## config.mk

```make
export PLATFORM = sky130hd
export DESIGN_NAME = uenpc_top
export DESIGN_NICKNAME = d
export VERILOG_FILES = /design/src/inc/uenpc_pkg.sv /design/src/inc/uenpc_cfg_if.sv /design/src/hw/uenpc_top.sv /design/src/hw/uenpc_regs.sv /design/src/hw/uenpc_toggle.sv
export SDC_FILE = /design/constraint.sdc
export NUM_CORES = 1
export LEC_CHECK = 0
export ABC_AREA = 1
export ABC_CLOCK_PERIOD_IN_PS = 2900
export BUFFER_PORTS_ARGS = -buffer_cell sky130_fd_sc_hd__buf_2
export CAP_MARGIN = 30
export CORE_MARGIN = 1.5
export CORE_UTILIZATION = 42
export CTS_BUF_LIST = sky130_fd_sc_hd__clkbuf_16
export CTS_CLUSTER_DIAMETER = 80
export DETAILED_ROUTE_END_ITERATION = 16
export HOLD_SLACK_MARGIN = 0.06
export PLACE_DENSITY = 0.84
export SYNTH_ARGS = -nofsm -noshare
export SYNTH_HDL_FRONTEND = slang
export SYNTH_SLANG_ARGS = --single-unit
```

## constraint.sdc

```tcl
create_clock -name clk_sys -period 2.9 [get_ports clk_sys]
set_input_delay 0.435 -clock clk_sys [delete_from_list [all_inputs] [get_ports clk_sys]]
set_output_delay 0.435 -clock clk_sys [all_outputs]
set_load 0.02 [all_outputs]
```

## src/inc/uenpc_pkg.sv

```systemverilog
// Package with register map, field positions, codes and states of the endpoint handshake control.
package uenpc_pkg;

   // Register byte offsets on the Avalon-MM slave.
   localparam logic [3:0] CTRL_OFFSET   = 4'h0;
   localparam logic [3:0] STATUS_OFFSET = 4'h4;

   // Control register field positions (write side).
   localparam int CTRL_NAK_SET_BIT    = 0;
   localparam int CTRL_NAK_CLR_BIT    = 1;
   localparam int CTRL_FORCE_ZERO_BIT = 2;
   localparam int CTRL_FORCE_ONE_BIT  = 3;
   localparam int CTRL_FRAME_ODD_BIT  = 4;
   localparam int CTRL_TYPE_LSB       = 8;
   localparam int CTRL_TYPE_MSB       = 9;
   localparam int CTRL_DIR_IN_BIT     = 10;

   // Status register field positions.
   localparam int STAT_TOGGLE_BIT = 16;
   localparam int STAT_NAK_BIT    = 17;

   // Reset values.
   localparam logic       NAK_RESET    = 1'b0;
   localparam logic       TOGGLE_RESET = 1'b0;
   localparam logic [1:0] TYPE_RESET   = 2'h0;

   // Endpoint transfer types.
   localparam logic [1:0] EP_CONTROL = 2'h0;
   localparam logic [1:0] EP_SYNC    = 2'h1;
   localparam logic [1:0] EP_BULK    = 2'h2;
   localparam logic [1:0] EP_INTR    = 2'h3;

   // Token and handshake codes on the protocol-engine side.
   typedef enum logic [1:0] {UENPC_TOK_OUT, UENPC_TOK_IN, UENPC_TOK_SETUP} uenpc_tok_t;
   typedef enum logic [2:0] {
      UENPC_RSP_NONE, UENPC_RSP_ACK, UENPC_RSP_NAK, UENPC_RSP_DATA, UENPC_RSP_ZLP
   } uenpc_rsp_t;

   // Transaction sequencer states.
   typedef enum logic [1:0] {UENPC_IDLE, UENPC_WAIT_HS} uenpc_state_t;

endpackage

```

## src/inc/uenpc_cfg_if.sv

```systemverilog
// Interface carrying endpoint configuration and toggle state between the modules.
`timescale 1ns/10ps
interface uenpc_cfg_if;
   logic       nak_handshake_flag;
   logic       is_in;
   logic [1:0] ep_type;
   logic       endpoint_data_toggle;
   logic       even_odd_frame_select;
   logic       force_toggle_zero;
   logic       force_toggle_one;
   logic       toggle_advance;

   modport regs (
      output is_in, ep_type, even_odd_frame_select, force_toggle_zero, force_toggle_one,
      input  nak_handshake_flag, endpoint_data_toggle
   );
   modport tog (
      input  is_in, ep_type, even_odd_frame_select, force_toggle_zero, force_toggle_one,
      input  toggle_advance,
      output endpoint_data_toggle
   );
   modport core (
      input  nak_handshake_flag, is_in, ep_type, endpoint_data_toggle,
      output toggle_advance
   );
endinterface

```

## src/hw/uenpc_top.sv

```systemverilog
// Endpoint handshake and data-toggle control with its register slave.
//
// The placing of the registers and the Avalon-MM register port are this design's own decisions.
`timescale 1ns/10ps

// Functional notes
// RULE1 - With NAK flag set, OUT data is refused despite free receive space; flag resets low.
// RULE2 - With NAK flag set, non-synchronous IN endpoints send no data packets.
// RULE3 - With NAK flag set, synchronous IN endpoints answer IN with zero-length data.
// RULE4 - SETUP packets are always acknowledged, whatever the NAK flag.
// RULE5 - Interrupt and bulk IN endpoints show next data PID, zero DATA0, one DATA1.
// RULE6 - Software sets the first PID through force-zero and force-one commands.
// RULE7 - On synchronous IN endpoints the same bit shows even or odd frame.
// RULE8 - NAK flag sets on software request or on the controller's own decision.
// RULE9 - With NAK flag clear, handshakes follow the endpoint FIFO fill state.
// RULE10 - Each acknowledged interrupt or bulk IN transaction toggles the data PID.
module uenpc_top (
   input  wire logic                   clk_sys,
   input  wire logic                   rst,
   input  wire logic [3:0]             avs_address,
   input  wire logic                   avs_read,
   input  wire logic                   avs_write,
   input  wire logic [31:0]            avs_writedata,
   output logic      [31:0]            avs_readdata,
   output logic                        avs_waitrequest,
   input  wire logic                   tok_valid,
   input  wire uenpc_pkg::uenpc_tok_t  tok_kind,
   input  wire logic                   rx_has_room,
   input  wire logic                   tx_has_data,
   input  wire logic                   core_nak_req,
   input  wire logic                   host_ack,
   input  wire logic                   host_timeout,
   output uenpc_pkg::uenpc_rsp_t       rsp_code,
   output logic                        rsp_valid,
   output logic                        rsp_data_pid,
   output logic                        rx_accept
);

   uenpc_cfg_if cfg ();

   logic                     sw_nak_set;
   logic                     sw_nak_clr;
   logic                     nak_q;
   logic                     is_sync;
   logic                     toggled_ep;
   uenpc_pkg::uenpc_state_t  state_q;
   uenpc_pkg::uenpc_rsp_t    rsp_d;
   uenpc_pkg::uenpc_rsp_t    rsp_q;
   logic                     rsp_valid_q;
   logic                     pid_q;
   logic                     accept_d;
   logic                     accept_q;

   ////////////////////////////////////////////////////////////////////////////////
   // Register slave and toggle keeper.
   uenpc_regs u_regs (
      .clk_sys         (clk_sys),
      .rst             (rst),
      .avs_address     (avs_address),
      .avs_read        (avs_read),
      .avs_write       (avs_write),
      .avs_writedata   (avs_writedata),
      .avs_readdata    (avs_readdata),
      .avs_waitrequest (avs_waitrequest),
      .sw_nak_set      (sw_nak_set),
      .sw_nak_clr      (sw_nak_clr),
      .cfg             (cfg.regs)
   );

   uenpc_toggle u_toggle (
      .clk_sys (clk_sys),
      .rst     (rst),
      .cfg     (cfg.tog)
   );

   ////////////////////////////////////////////////////////////////////////////////
   // Set by software or the controller; a set in the same cycle beats a clear.
   always_ff @(posedge clk_sys or posedge rst) begin
      if (rst) begin
         nak_q <= uenpc_pkg::NAK_RESET; // RULE1
      end else if (sw_nak_set | core_nak_req) begin
         nak_q <= 1'b1; // RULE8
      end else if (sw_nak_clr) begin
         nak_q <= 1'b0;
      end
   end

   assign cfg.nak_handshake_flag = nak_q;
   assign is_sync    = (cfg.ep_type == uenpc_pkg::EP_SYNC);
   assign toggled_ep = cfg.is_in &&
                       (cfg.ep_type == uenpc_pkg::EP_BULK || cfg.ep_type == uenpc_pkg::EP_INTR);

   ////////////////////////////////////////////////////////////////////////////////
   // Response selection for each token.
   always_comb begin
      rsp_d    = uenpc_pkg::UENPC_RSP_NONE;
      accept_d = 1'b0;
      if (tok_kind == uenpc_pkg::UENPC_TOK_SETUP) begin
         rsp_d    = uenpc_pkg::UENPC_RSP_ACK; // RULE4
         accept_d = 1'b1;
      end else if (tok_kind == uenpc_pkg::UENPC_TOK_OUT) begin
         if (nak_q || !rx_has_room) begin
            rsp_d = uenpc_pkg::UENPC_RSP_NAK; // RULE1
         end else begin
            rsp_d    = uenpc_pkg::UENPC_RSP_ACK; // RULE9
            accept_d = 1'b1;
         end
      end else if (tok_kind == uenpc_pkg::UENPC_TOK_IN) begin
         if (nak_q && is_sync) begin
            rsp_d = uenpc_pkg::UENPC_RSP_ZLP; // RULE3
         end else if (nak_q) begin
            rsp_d = uenpc_pkg::UENPC_RSP_NAK; // RULE2
         end else if (tx_has_data) begin
            rsp_d = uenpc_pkg::UENPC_RSP_DATA; // RULE9
         end else if (is_sync) begin
            rsp_d = uenpc_pkg::UENPC_RSP_ZLP;
         end else begin
            rsp_d = uenpc_pkg::UENPC_RSP_NAK; // RULE9
         end
      end
   end

   ////////////////////////////////////////////////////////////////////////////////
   // Sequencer: a data answer on a non-synchronous endpoint waits for the host handshake or a timeout.
   always_ff @(posedge clk_sys or posedge rst) begin
      if (rst) begin
         state_q <= uenpc_pkg::UENPC_IDLE;
      end else begin
         case (state_q)
            uenpc_pkg::UENPC_IDLE: begin
               if (tok_valid && rsp_d == uenpc_pkg::UENPC_RSP_DATA && !is_sync) begin
                  state_q <= uenpc_pkg::UENPC_WAIT_HS;
               end
            end
            uenpc_pkg::UENPC_WAIT_HS: begin
               if (host_ack || host_timeout) begin
                  state_q <= uenpc_pkg::UENPC_IDLE;
               end
            end
            default: begin
               state_q <= uenpc_pkg::UENPC_IDLE;
            end
         endcase
      end
   end

   // Toggle only on an acknowledged interrupt or bulk IN data packet.
   assign cfg.toggle_advance = (state_q == uenpc_pkg::UENPC_WAIT_HS) && host_ack &&
                               toggled_ep; // RULE10

   ////////////////////////////////////////////////////////////////////////////////
   // Registered answer, one cycle after the token; tokens are ignored while waiting.
   always_ff @(posedge clk_sys or posedge rst) begin
      if (rst) begin
         rsp_q       <= uenpc_pkg::UENPC_RSP_NONE;
         rsp_valid_q <= 1'b0;
         pid_q       <= 1'b0;
         accept_q    <= 1'b0;
      end else begin
         rsp_valid_q <= tok_valid && state_q == uenpc_pkg::UENPC_IDLE;
         accept_q    <= tok_valid && state_q == uenpc_pkg::UENPC_IDLE && accept_d;
         if (tok_valid && state_q == uenpc_pkg::UENPC_IDLE) begin
            rsp_q <= rsp_d;
            pid_q <= cfg.endpoint_data_toggle; // RULE5
         end
      end
   end

   assign rsp_code     = rsp_q;
   assign rsp_valid    = rsp_valid_q;
   assign rsp_data_pid = pid_q;
   assign rx_accept    = accept_q;
endmodule

```

## src/hw/uenpc_regs.sv

```systemverilog
// Avalon-MM slave holding the endpoint control bits and returning status.
`timescale 1ns/10ps
module uenpc_regs (
   input  wire logic        clk_sys,
   input  wire logic        rst,
   input  wire logic [3:0]  avs_address,
   input  wire logic        avs_read,
   input  wire logic        avs_write,
   input  wire logic [31:0] avs_writedata,
   output logic      [31:0] avs_readdata,
   output logic             avs_waitrequest,
   output logic             sw_nak_set,
   output logic             sw_nak_clr,
   uenpc_cfg_if.regs        cfg
);

   logic       ack_q;
   logic       is_in_q;
   logic [1:0] type_q;
   logic       frame_q;
   logic       wr_go;

   ////////////////////////////////////////////////////////////////////////////////
   // Each access waits one cycle, so waitrequest drops in the second cycle.
   assign avs_waitrequest = (avs_read | avs_write) & ~ack_q;
   assign wr_go           = avs_write & ack_q & (avs_address == uenpc_pkg::CTRL_OFFSET);

   // Acknowledge toggles back so back-to-back requests each wait once.
   always_ff @(posedge clk_sys or posedge rst) begin
      if (rst) begin
         ack_q <= 1'b0;
      end else begin
         ack_q <= (avs_read | avs_write) & ~ack_q;
      end
   end

   // Configuration fields written by software.
   always_ff @(posedge clk_sys or posedge rst) begin
      if (rst) begin
         is_in_q <= 1'b0;
         type_q  <= uenpc_pkg::TYPE_RESET;
         frame_q <= 1'b0;
      end else if (wr_go) begin
         is_in_q <= avs_writedata[uenpc_pkg::CTRL_DIR_IN_BIT];
         type_q  <= avs_writedata[uenpc_pkg::CTRL_TYPE_MSB:uenpc_pkg::CTRL_TYPE_LSB];
         frame_q <= avs_writedata[uenpc_pkg::CTRL_FRAME_ODD_BIT];
      end
   end

   // Self-clearing command strobes, one cycle at the accepting edge.
   assign sw_nak_set            = wr_go & avs_writedata[uenpc_pkg::CTRL_NAK_SET_BIT];
   assign sw_nak_clr            = wr_go & avs_writedata[uenpc_pkg::CTRL_NAK_CLR_BIT];
   assign cfg.force_toggle_zero = wr_go & avs_writedata[uenpc_pkg::CTRL_FORCE_ZERO_BIT];
   assign cfg.force_toggle_one  = wr_go & avs_writedata[uenpc_pkg::CTRL_FORCE_ONE_BIT];
   assign cfg.is_in                 = is_in_q;
   assign cfg.ep_type               = type_q;
   assign cfg.even_odd_frame_select = frame_q;

   // Read data registered; unmapped addresses read zero.
   always_ff @(posedge clk_sys or posedge rst) begin
      if (rst) begin
         avs_readdata <= 32'h0;
      end else if (avs_read & ~ack_q) begin
         avs_readdata <= 32'h0;
         if (avs_address == uenpc_pkg::CTRL_OFFSET) begin
            avs_readdata[uenpc_pkg::CTRL_DIR_IN_BIT]    <= is_in_q;
            avs_readdata[uenpc_pkg::CTRL_TYPE_MSB:uenpc_pkg::CTRL_TYPE_LSB] <= type_q;
            avs_readdata[uenpc_pkg::CTRL_FRAME_ODD_BIT] <= frame_q;
         end else if (avs_address == uenpc_pkg::STATUS_OFFSET) begin
            avs_readdata[uenpc_pkg::STAT_NAK_BIT]    <= cfg.nak_handshake_flag;
            avs_readdata[uenpc_pkg::STAT_TOGGLE_BIT] <= cfg.endpoint_data_toggle;
         end
      end
   end

endmodule

```

## src/hw/uenpc_toggle.sv

```systemverilog
// Data toggle keeper for interrupt and bulk IN endpoints, frame parity for synchronous ones.
`timescale 1ns/10ps
module uenpc_toggle (
   input  wire logic clk_sys,
   input  wire logic rst,
   uenpc_cfg_if.tog  cfg
);

   logic pid_q;

   ////////////////////////////////////////////////////////////////////////////////
   // Force commands win over the automatic toggle after an acknowledged packet.
   always_ff @(posedge clk_sys or posedge rst) begin
      if (rst) begin
         pid_q <= uenpc_pkg::TOGGLE_RESET;
      end else if (cfg.force_toggle_zero) begin
         pid_q <= 1'b0; // RULE6
      end else if (cfg.force_toggle_one) begin
         pid_q <= 1'b1; // RULE6
      end else if (cfg.toggle_advance) begin
         pid_q <= ~pid_q; // RULE10
      end
   end

   // The same status bit shows frame parity on synchronous IN endpoints.
   assign cfg.endpoint_data_toggle = (cfg.is_in && cfg.ep_type == uenpc_pkg::EP_SYNC) ?
                                     cfg.even_odd_frame_select : pid_q; // RULE5 RULE7
endmodule

```

==> results of run 1 <==
-- cells by family after synthesis --
group                  after synthesis  synth area share, %
and+or+nand+nor                     62                 24.1
buffers and inverters               43                 23.5
DFF                                 20                 44.0
AOI/OAI and AO/OA                   14                 8.03
other                                1                0.330
-- metal layers --
metal,vias up,wire [um],track usage (%)
li1,451,-,-
met2,35,997,23.4
met1,382,789,16.4
met5,-,0,0
met3,5,132,1.61
met4,0,35,4.88
-- worst register-to-register path, stage by stage (launching register included) --
cell and delay, ns:
sky130_fd_sc_hd__dfrtp_1 0.38, sky130_fd_sc_hd__inv_2 0.07, sky130_fd_sc_hd__nand2_1 0.20, sky130_fd_sc_hd__nor3_1 0.32, sky130_fd_sc_hd__nand2_1 0.08, sky130_fd_sc_hd__nand2_1 0.06
-- layout by cell type (no fill, tap or decap), drive strengths merged --
master  count
o21bai      1
conb       26
nor3        1
nand4       2
buf        36
inv        15
o21ai       5
nand2      41
nand3       4
a21oi       5
o31ai       3
nor2       14
dfrtp      20
clkbuf      3
-- path summary, 6_finish.rpt --
| path | start | to | slack, ns |
|---|---|---|---|
| max | u_regs.ack_q | avs_waitrequest | 1.24 |
| min | rst | u_regs.cfg.ep_type[0] | 0.30 |
| max reg2reg | u_regs.ack_q | u_regs.avs_readdata[17] | 1.72 |
| min reg2reg | rsp_code[1] | rsp_code[1] | 0.47 |
| max in group asynchronous | rst | cfg.nak_handshake_flag | 2.16 |
| min in group clk_sys | core_nak_req | cfg.nak_handshake_flag | 0.38 |
-- final cells by class --
| type | instances | area, um^2 | share of cell area (%) |
|---|---|---|---|
| inverter | 15 | 56.3 | 4.29 |
| sequential | 20 | 500 | 38.1 |
| timing repair buffer | 36 | 180 | 13.7 |
| tap | 30 | 37.5 | 2.86 |
| multi-input combinational | 102 | 463 | 35.3 |
| clock buffer | 3 | 75.1 | 5.72 |
-- power breakdown --
part	switching, mW	internal (mW)
Combinational	0.118	0.0501
Clock	0.0879	0.181
Sequential	0.0190	0.311
Total	0.225	0.543
-- state kept, by name (all words and copies together) (netlist names) --
name / flops
u_regs.cfg.even_odd_frame_select: 1
u_regs.ack_q: 1
rsp_code: 3
u_regs.cfg.ep_type: 2
u_regs.cfg.is_in: 1
u_toggle.pid_q: 1
rsp_valid: 1
state_q: 1
rsp_data_pid: 1
cfg.nak_handshake_flag: 1
u_regs.avs_readdata: 6
rx_accept: 1
-- synth_stat cells --
cell type	number	area share, %
sky130_fd_sc_hd__nor2_2	4	2.2
sky130_fd_sc_hd__nand3_1	3	1.3
sky130_fd_sc_hd__nand4_1	2	1.1
sky130_fd_sc_hd__a21oi_2	2	1.5
sky130_fd_sc_hd__nand3_2	1	0.88
sky130_fd_sc_hd__inv_2	1	0.33
sky130_fd_sc_hd__nand2_1	41	14
sky130_fd_sc_hd__nor2_1	8	2.6
sky130_fd_sc_hd__buf_6	1	0.99
sky130_fd_sc_hd__buf_2	1	0.44
sky130_fd_sc_hd__inv_1	14	4.6
sky130_fd_sc_hd__nor2_4	2	2.0
sky130_fd_sc_hd__o21ai_0	1	0.44
sky130_fd_sc_hd__buf_4	26	17
sky130_fd_sc_hd__o21ai_1	3	1.3
sky130_fd_sc_hd__conb_1	1	0.33
sky130_fd_sc_hd__dfrtp_1	20	44
sky130_fd_sc_hd__nor3_1	1	0.44
sky130_fd_sc_hd__o21ai_2	1	0.77
sky130_fd_sc_hd__o31ai_1	3	2.0
sky130_fd_sc_hd__a21oi_1	3	1.3
sky130_fd_sc_hd__o21bai_1	1	0.66
-- per-stage QoR --
stage	setup slack (ns)	hold slack, ns	utilization, %	std cells
2_1_floorplan	1.64	0.399	-	165
3_3_place_gp	1.37	0.462	49.1	203
3_5_place_dp	1.36	0.462	49.1	203
4_1_cts	1.24	0.331	52.0	206
5_1_grt	1.16	0.384	52.0	206
6_report	1.24	0.296	52.0	206
==> summary.md, run 1 <==
Entering global routing, the biggest net connects 21 pins. The sum of overflow across all layers after global routing is 0, and the peak fanout along the critical path is 11. The power per standard cell area was 585 mW/mm^2; the instance area at placement was 0.00124 mm^2.

The depth of the CTS H-tree is 1. Setup violations remaining at the end of the flow were counted as 0. The highest attainable clock frequency was 603 MHz.

The area of the die is 0.00303 mm^2. The tools report the number of DRC markers after the initial detailed-route iteration as 12. The mean area per synthesized cell is 8.12 um^2.

The run gives 52.8% as the worst slew slack as a fraction of its limit. CTS placed an instance of sky130_fd_sc_hd__clkbuf_16 at the clock tree root. The cell with the biggest individual delay on the critical path was sky130_fd_sc_hd__dfrtp_1.

The path class of the tightest hold or removal check is input port to async pin. The tools report the final antenna-violating net count as 0. STA classifies the critical path startpoint as a register. 0 antenna diodes ended up in the layout. The number of cells on the critical path was 4; the number of primary I/O pins was 87. The max capacitance violation total came out at 0. The filler cells instantiated in the layout total 245. In the final timing run, aggregate negative setup slack is 0 ns.

The flow ran to the end, and the final reports show no timing, DRC or antenna violations. After detailed routing, the total wire length is 1950 um. In this run, distinct cell masters in the synthesized netlist total 22. The number of hold buffers added after cts came out at 0. The clock passes through at most 2 buffers. The synthesized design contains 20 register bits. Counting both buffers and inverters, the worst setup path holds a total of 2. The tools report the type of element capturing the critical path as an output port. Setup repair after global routing left no endpoint under its margin. The sequential element share of the synthesized area is 44.0%. Row generation in the floorplan step produced 18 rows. In this run, post-CTS repair resized a total of 0 instances.

The cell that appears most often on the critical path is sky130_fd_sc_hd__nand2_1. The via count of the first global-routing pass is 680, and the number of DRC violations after detailed routing is 0. Summed over all cells, the static leakage comes to 0.775 nW.

With fillers left out, the area of the finished cells amounts to 0.00131 mm^2. The die height was 55.0 um; the initial antenna violation count was 0. TritonCTS built the clock tree. The tools report the number of pins with negative max-slew slack in the final report as 0. The half-perimeter wire length of the detailed placement result was 1560 um; the number of clock sinks seen by CTS was 20. Arrival time of the worst setup path: 1.22 ns. On the worst path, the slowest cell contributes a delay of 0.38 ns.

The first TritonRoute pass finished after 4 iterations. The core area is 0.00252 mm^2. Buffers inserted during clock tree synthesis total 3.

Traced cell by cell, the critical path runs through inv_2 > nand2_1 > nand2_1 > buf_2. VDD sags by at most 0.292 mV. The ratio of cells with drive above 1 in the final layout came out at 28.4%. For this run, the number of Yosys warnings is 0. Counting cells, the worst reg-to-reg path comes to 5. Global routing consumed, over all layers together, 13.2% of the routing resources. Synthesis handed over a netlist of 140 instances. The fraction of the cycle the final worst path needs works out to 57.2%. Average via count per standard cell: 4.24. In the final design database the tool counted 226 nets. For the pin with the worst max-slew slack, the measured transition is 0.707 ns. The count of port buffers added during placement was 36.

The logs give 0.25 ns for the clock insertion delay at the later pin of the skew report and 2830 um for the first-pass GRT wire length. Measured along the x axis, the die boundary spans 55.0 um. The run gives 0 as the number of endpoints with negative hold slack in the final report. The overall power consumption is 0.768 mW, and the count of vias placed by the detailed router is 873. The routed wirelength normalized by instance count was 9.49 um; the post-CTS repair timing setup buffer count was 0. The post-layout minimum cycle time is 1.66 ns, and the mapped cell area is 0.00114 mm^2. The area growth from synthesis to final layout is 15.4%, and the final worst clock skew is 0.00283 ns. The classification of the worst setup path is register to output port. The register clock-pin slew on the reported worst setup and hold paths works out to 0.05 ns.

The starting utilization of the core area was 45.1%. In this design, the largest share of critical-path delay is due to flip-flops. The required time of the critical path was 2.47 ns; the global placer's final weighted congestion was 0.736.
Power figures use the tool's default switching activity.
==> run 2: changes to the inputs <==
--- a/config.mk
+++ b/config.mk
@@ -6,16 +6,16 @@
 export NUM_CORES = 1
 export LEC_CHECK = 0
 export ABC_AREA = 1
-export ABC_CLOCK_PERIOD_IN_PS = 2900
+export ABC_CLOCK_PERIOD_IN_PS = 1650
 export BUFFER_PORTS_ARGS = -buffer_cell sky130_fd_sc_hd__buf_2
 export CAP_MARGIN = 30
 export CORE_MARGIN = 1.5
-export CORE_UTILIZATION = 42
+export CORE_UTILIZATION = 39
 export CTS_BUF_LIST = sky130_fd_sc_hd__clkbuf_16
 export CTS_CLUSTER_DIAMETER = 80
 export DETAILED_ROUTE_END_ITERATION = 16
 export HOLD_SLACK_MARGIN = 0.06
-export PLACE_DENSITY = 0.84
+export PLACE_DENSITY = 0.79
 export SYNTH_ARGS = -nofsm -noshare
 export SYNTH_HDL_FRONTEND = slang
 export SYNTH_SLANG_ARGS = --single-unit
==> constraint.sdc (replaced) <==
create_clock -name clk_sys -period 1.65 [get_ports clk_sys]
set_input_delay 0.2475 -clock clk_sys [delete_from_list [all_inputs] [get_ports clk_sys]]
set_output_delay 0.2475 -clock clk_sys [all_outputs]
set_load 0.02 [all_outputs]
==> summary.md, run 2 (synthesis gave the netlist of run 1 again) <==
The global-route usage over all layers was 12.9% (was 13.2%); the final cell utilization of the core was 48.5% (was 52.0%). The number of inserted diodes was 0 (unchanged). The peak per-stage delay on the critical path was 0.39 ns (was 0.38 ns).

The cell with the biggest individual delay on the critical path was sky130_fd_sc_hd__dfrtp_1 (unchanged). The root buffer cell was sky130_fd_sc_hd__clkbuf_16 (unchanged). The max capacitance violation total was 0 (unchanged); the number of primary I/O pins was 87 (unchanged). The register clock-pin slew on the reported worst setup and hold paths was 0.05 ns (about the same); the number of iterations in the first detailed-routing pass was 4 (unchanged). For the global placer's final weighted congestion, the log shows 0.830 (was 0.736).

The cell total after placement is 206 (was 203), and the count of port buffers added during placement is 36 (unchanged). The static leakage is 0.788 nW (was 0.775 nW). The pin count of the biggest net entering global routing is 21 (unchanged). First-pass GRT wire length: 3190 um (was 2830 um). The destination of the worst register-to-register timing path was u_regs.avs_readdata[17] (unchanged). The clock insertion delay at the later pin of the skew report came out at 0.25 ns (about the same). The flow ran to the end, and the final reports show no timing, DRC or antenna violations. The worst vdd rail ir drop is 0.608 mV (was 0.292 mV).

The critical path's most frequent cell was sky130_fd_sc_hd__nand2_1 (unchanged). The post-layout minimum cycle time works out to 1.27 ns. The logs give 0.00134 mm^2 (was 0.00131 mm^2) for the final instance area and 790 MHz for the highest attainable clock frequency. The instance area at placement came out at 0.00125 mm^2 (was 0.00124 mm^2).

The tools report the type of element capturing the critical path as an output port (unchanged). The number of CTS-inserted buffers was 3 (unchanged); the length in cells of the worst reg-to-reg path was 6 (was 5). The die height came out at 57 um (was 55.0 um). The path category of the worst min-delay check is input port to register (was input port to async pin). For the half-perimeter wire length of the detailed placement result, the log shows 1620 um (was 1560 um).

The total setup violations reported at the end of the flow came out at 0 (unchanged). The final worst clock skew was 0.00180 ns (was 0.00283 ns); the required time of the critical path was 1.40 ns (was 2.47 ns). Cell family contributing the most delay on the critical path: flip-flops (unchanged). The flip-flop count of the largest register, all copies and words added is 6 (unchanged), and the peak fanout along the critical path is 3 (was 11).

The register ranked first by flip-flop count was u_regs.avs_readdata (unchanged). The width of the die came out at 57 um (was 55.0 um). TritonCTS built the clock tree. Dividing the final minimum period by the clock period gives 76.7%. The buffers plus inverters on the worst setup path is 2 (unchanged). The leading cell type in the layout, fill and taps excluded was sky130_fd_sc_hd__nand2_1 (unchanged). The tools report the sink of the worst hold path as cfg.nak_handshake_flag. The reg-to-reg startpoint is u_regs.ack_q (unchanged).

The number of endpoints with negative hold slack in the final report came out at 0 (unchanged). Setup repair after global routing left no endpoint under its margin. The number of clock sinks seen by CTS came out at 20 (unchanged). The number of standard-cell rows in the floorplan came out at 19 (was 18). The ratio of cells with drive above 1 in the final layout works out to 29.1% (was 28.4%).

The count of vias placed by the detailed router was 893 (was 873). List of cells traversed by the critical path: inv_2 > nand2_1 > nand2_1 > buf_2 (unchanged). The logs give 0 ns (unchanged) for the final sum of negative setup slack and 0 (unchanged) for the count of instances resized after the clock tree is built. The setup slack on the worst flop-to-flop path was 0.54 ns (was 1.72 ns); the power per standard cell area was 1020 mW/mm^2 (was 585 mW/mm^2). The total detailed-routing wirelength came out at 2010 um (was 1950 um).

The average via count per standard cell was 4.25 (was 4.24); the number of buffers on the longest clock path was 2 (unchanged). Counting instances, the worst hold path has a depth of 3. The classification of the worst setup path is register to output port (unchanged). The final cell count without fillers is 210 (was 206). The run gives 0 (unchanged) as the final antenna-violating net count. The overall power consumption was 1.36 mW (was 0.768 mW). Leading cell types in the layout, fill and taps excluded: sky130_fd_sc_hd__nand2_1 (41), sky130_fd_sc_hd__buf_2 (36), sky130_fd_sc_hd__conb_1 (26), sky130_fd_sc_hd__dfrtp_1 (20), sky130_fd_sc_hd__inv_1 (14) (unchanged).

The run gives 771 (was 680) as the via count of the first global-routing pass. The tools report the core area as 0.00276 mm^2 (was 0.00252 mm^2). For the worst slack after detailed placement, the log shows 0.482 ns (was 1.36 ns). Arrival time of the worst setup path: 1.02 ns (was 1.22 ns). The logs give 0.194 ns (was 0.296 ns) for the minimum hold slack and 0.00325 mm^2 (was 0.00303 mm^2) for the area of the die.

Routed wirelength normalized by instance count: 9.55 um (was 9.49 um). The tools report the kind of launch point of the worst setup path as a register (unchanged). The setup slack after layout was 0.384 ns (was 1.24 ns); the area growth from synthesis to final layout was 17.7% (was 15.4%). The tools report the number of pins with negative max-slew slack in the final report as 0 (unchanged). The sum of overflow across all layers after global routing came out at 0 (unchanged). The logs give 0 (unchanged) for the initial antenna violation count and 229 (was 226) for the number of nets at the end of the flow. The number of DRC violations after detailed routing is 0 (unchanged).

Depth of the CTS H-tree: 1 (unchanged). The startpoint identified for the worst hold timing path is core_nak_req. The number of DRC markers after the initial detailed-route iteration was 21 (was 12). The starting utilization of the core area came out at 41.2% (was 45.1%).
## run 2: worst max path at each step
| stage | from | end | slack [ns] | cells after the start |
|---|---|---|---|---|
| final | u_regs.ack_q | avs_waitrequest | 0.38 | 4 |
| after floorplan | u_regs.ack_q | avs_waitrequest | 0.60 | 4 |
| after detailed placement | avs_address[3] | cfg.nak_handshake_flag | 0.48 | 5 |
| after global routing | u_regs.ack_q | avs_waitrequest | 0.33 | 4 |
| after global placement | avs_address[3] | cfg.nak_handshake_flag | 0.52 | 5 |
| after CTS | u_regs.ack_q | avs_waitrequest | 0.39 | 4 |
## run 2: where the power goes
| part | switching, mW | total [mW] | internal [mW] |
|---|---|---|---|
| clock network | 0.161 | 0.480 | 0.319 |
| logic | 0.207 | 0.301 | 0.0944 |
| registers | 0.0338 | 0.581 | 0.547 |
## run 2: worst reg2reg max path: stages (launching register included)
cell                      delay, ns
sky130_fd_sc_hd__dfrtp_1       0.39
sky130_fd_sc_hd__inv_2         0.07
sky130_fd_sc_hd__nand2_1       0.06
sky130_fd_sc_hd__buf_4         0.17
sky130_fd_sc_hd__nor3_1        0.22
sky130_fd_sc_hd__nand2_1       0.08
sky130_fd_sc_hd__nand2_1       0.06
## run 2: final cells by class
cell class | instances | area [um^2]
fillers | 279 | 1420
flip-flops and latches | 20 | 500
repair buffers | 39 | 205
inverters | 15 | 56.3
well taps | 31 | 38.8
clock buffers | 3 | 75.1
multi-input cells | 102 | 463
## run 2: metal layers
layer | vias up | global-route usage (%) | wire [um]
met1 | 388 | 15.8 | 854
met3 | 5 | 2.04 | 144
met2 | 37 | 21.2 | 954
li1 | 463 | - | -
met4 | 0 | 8.31 | 51
met5 | - | 0 | 0
## run 2: timing repair
action / CTS / global route
hold buffers: 1 / 0
buffers inserted: 0 / 0
hold endpoints to repair: 20 / 0
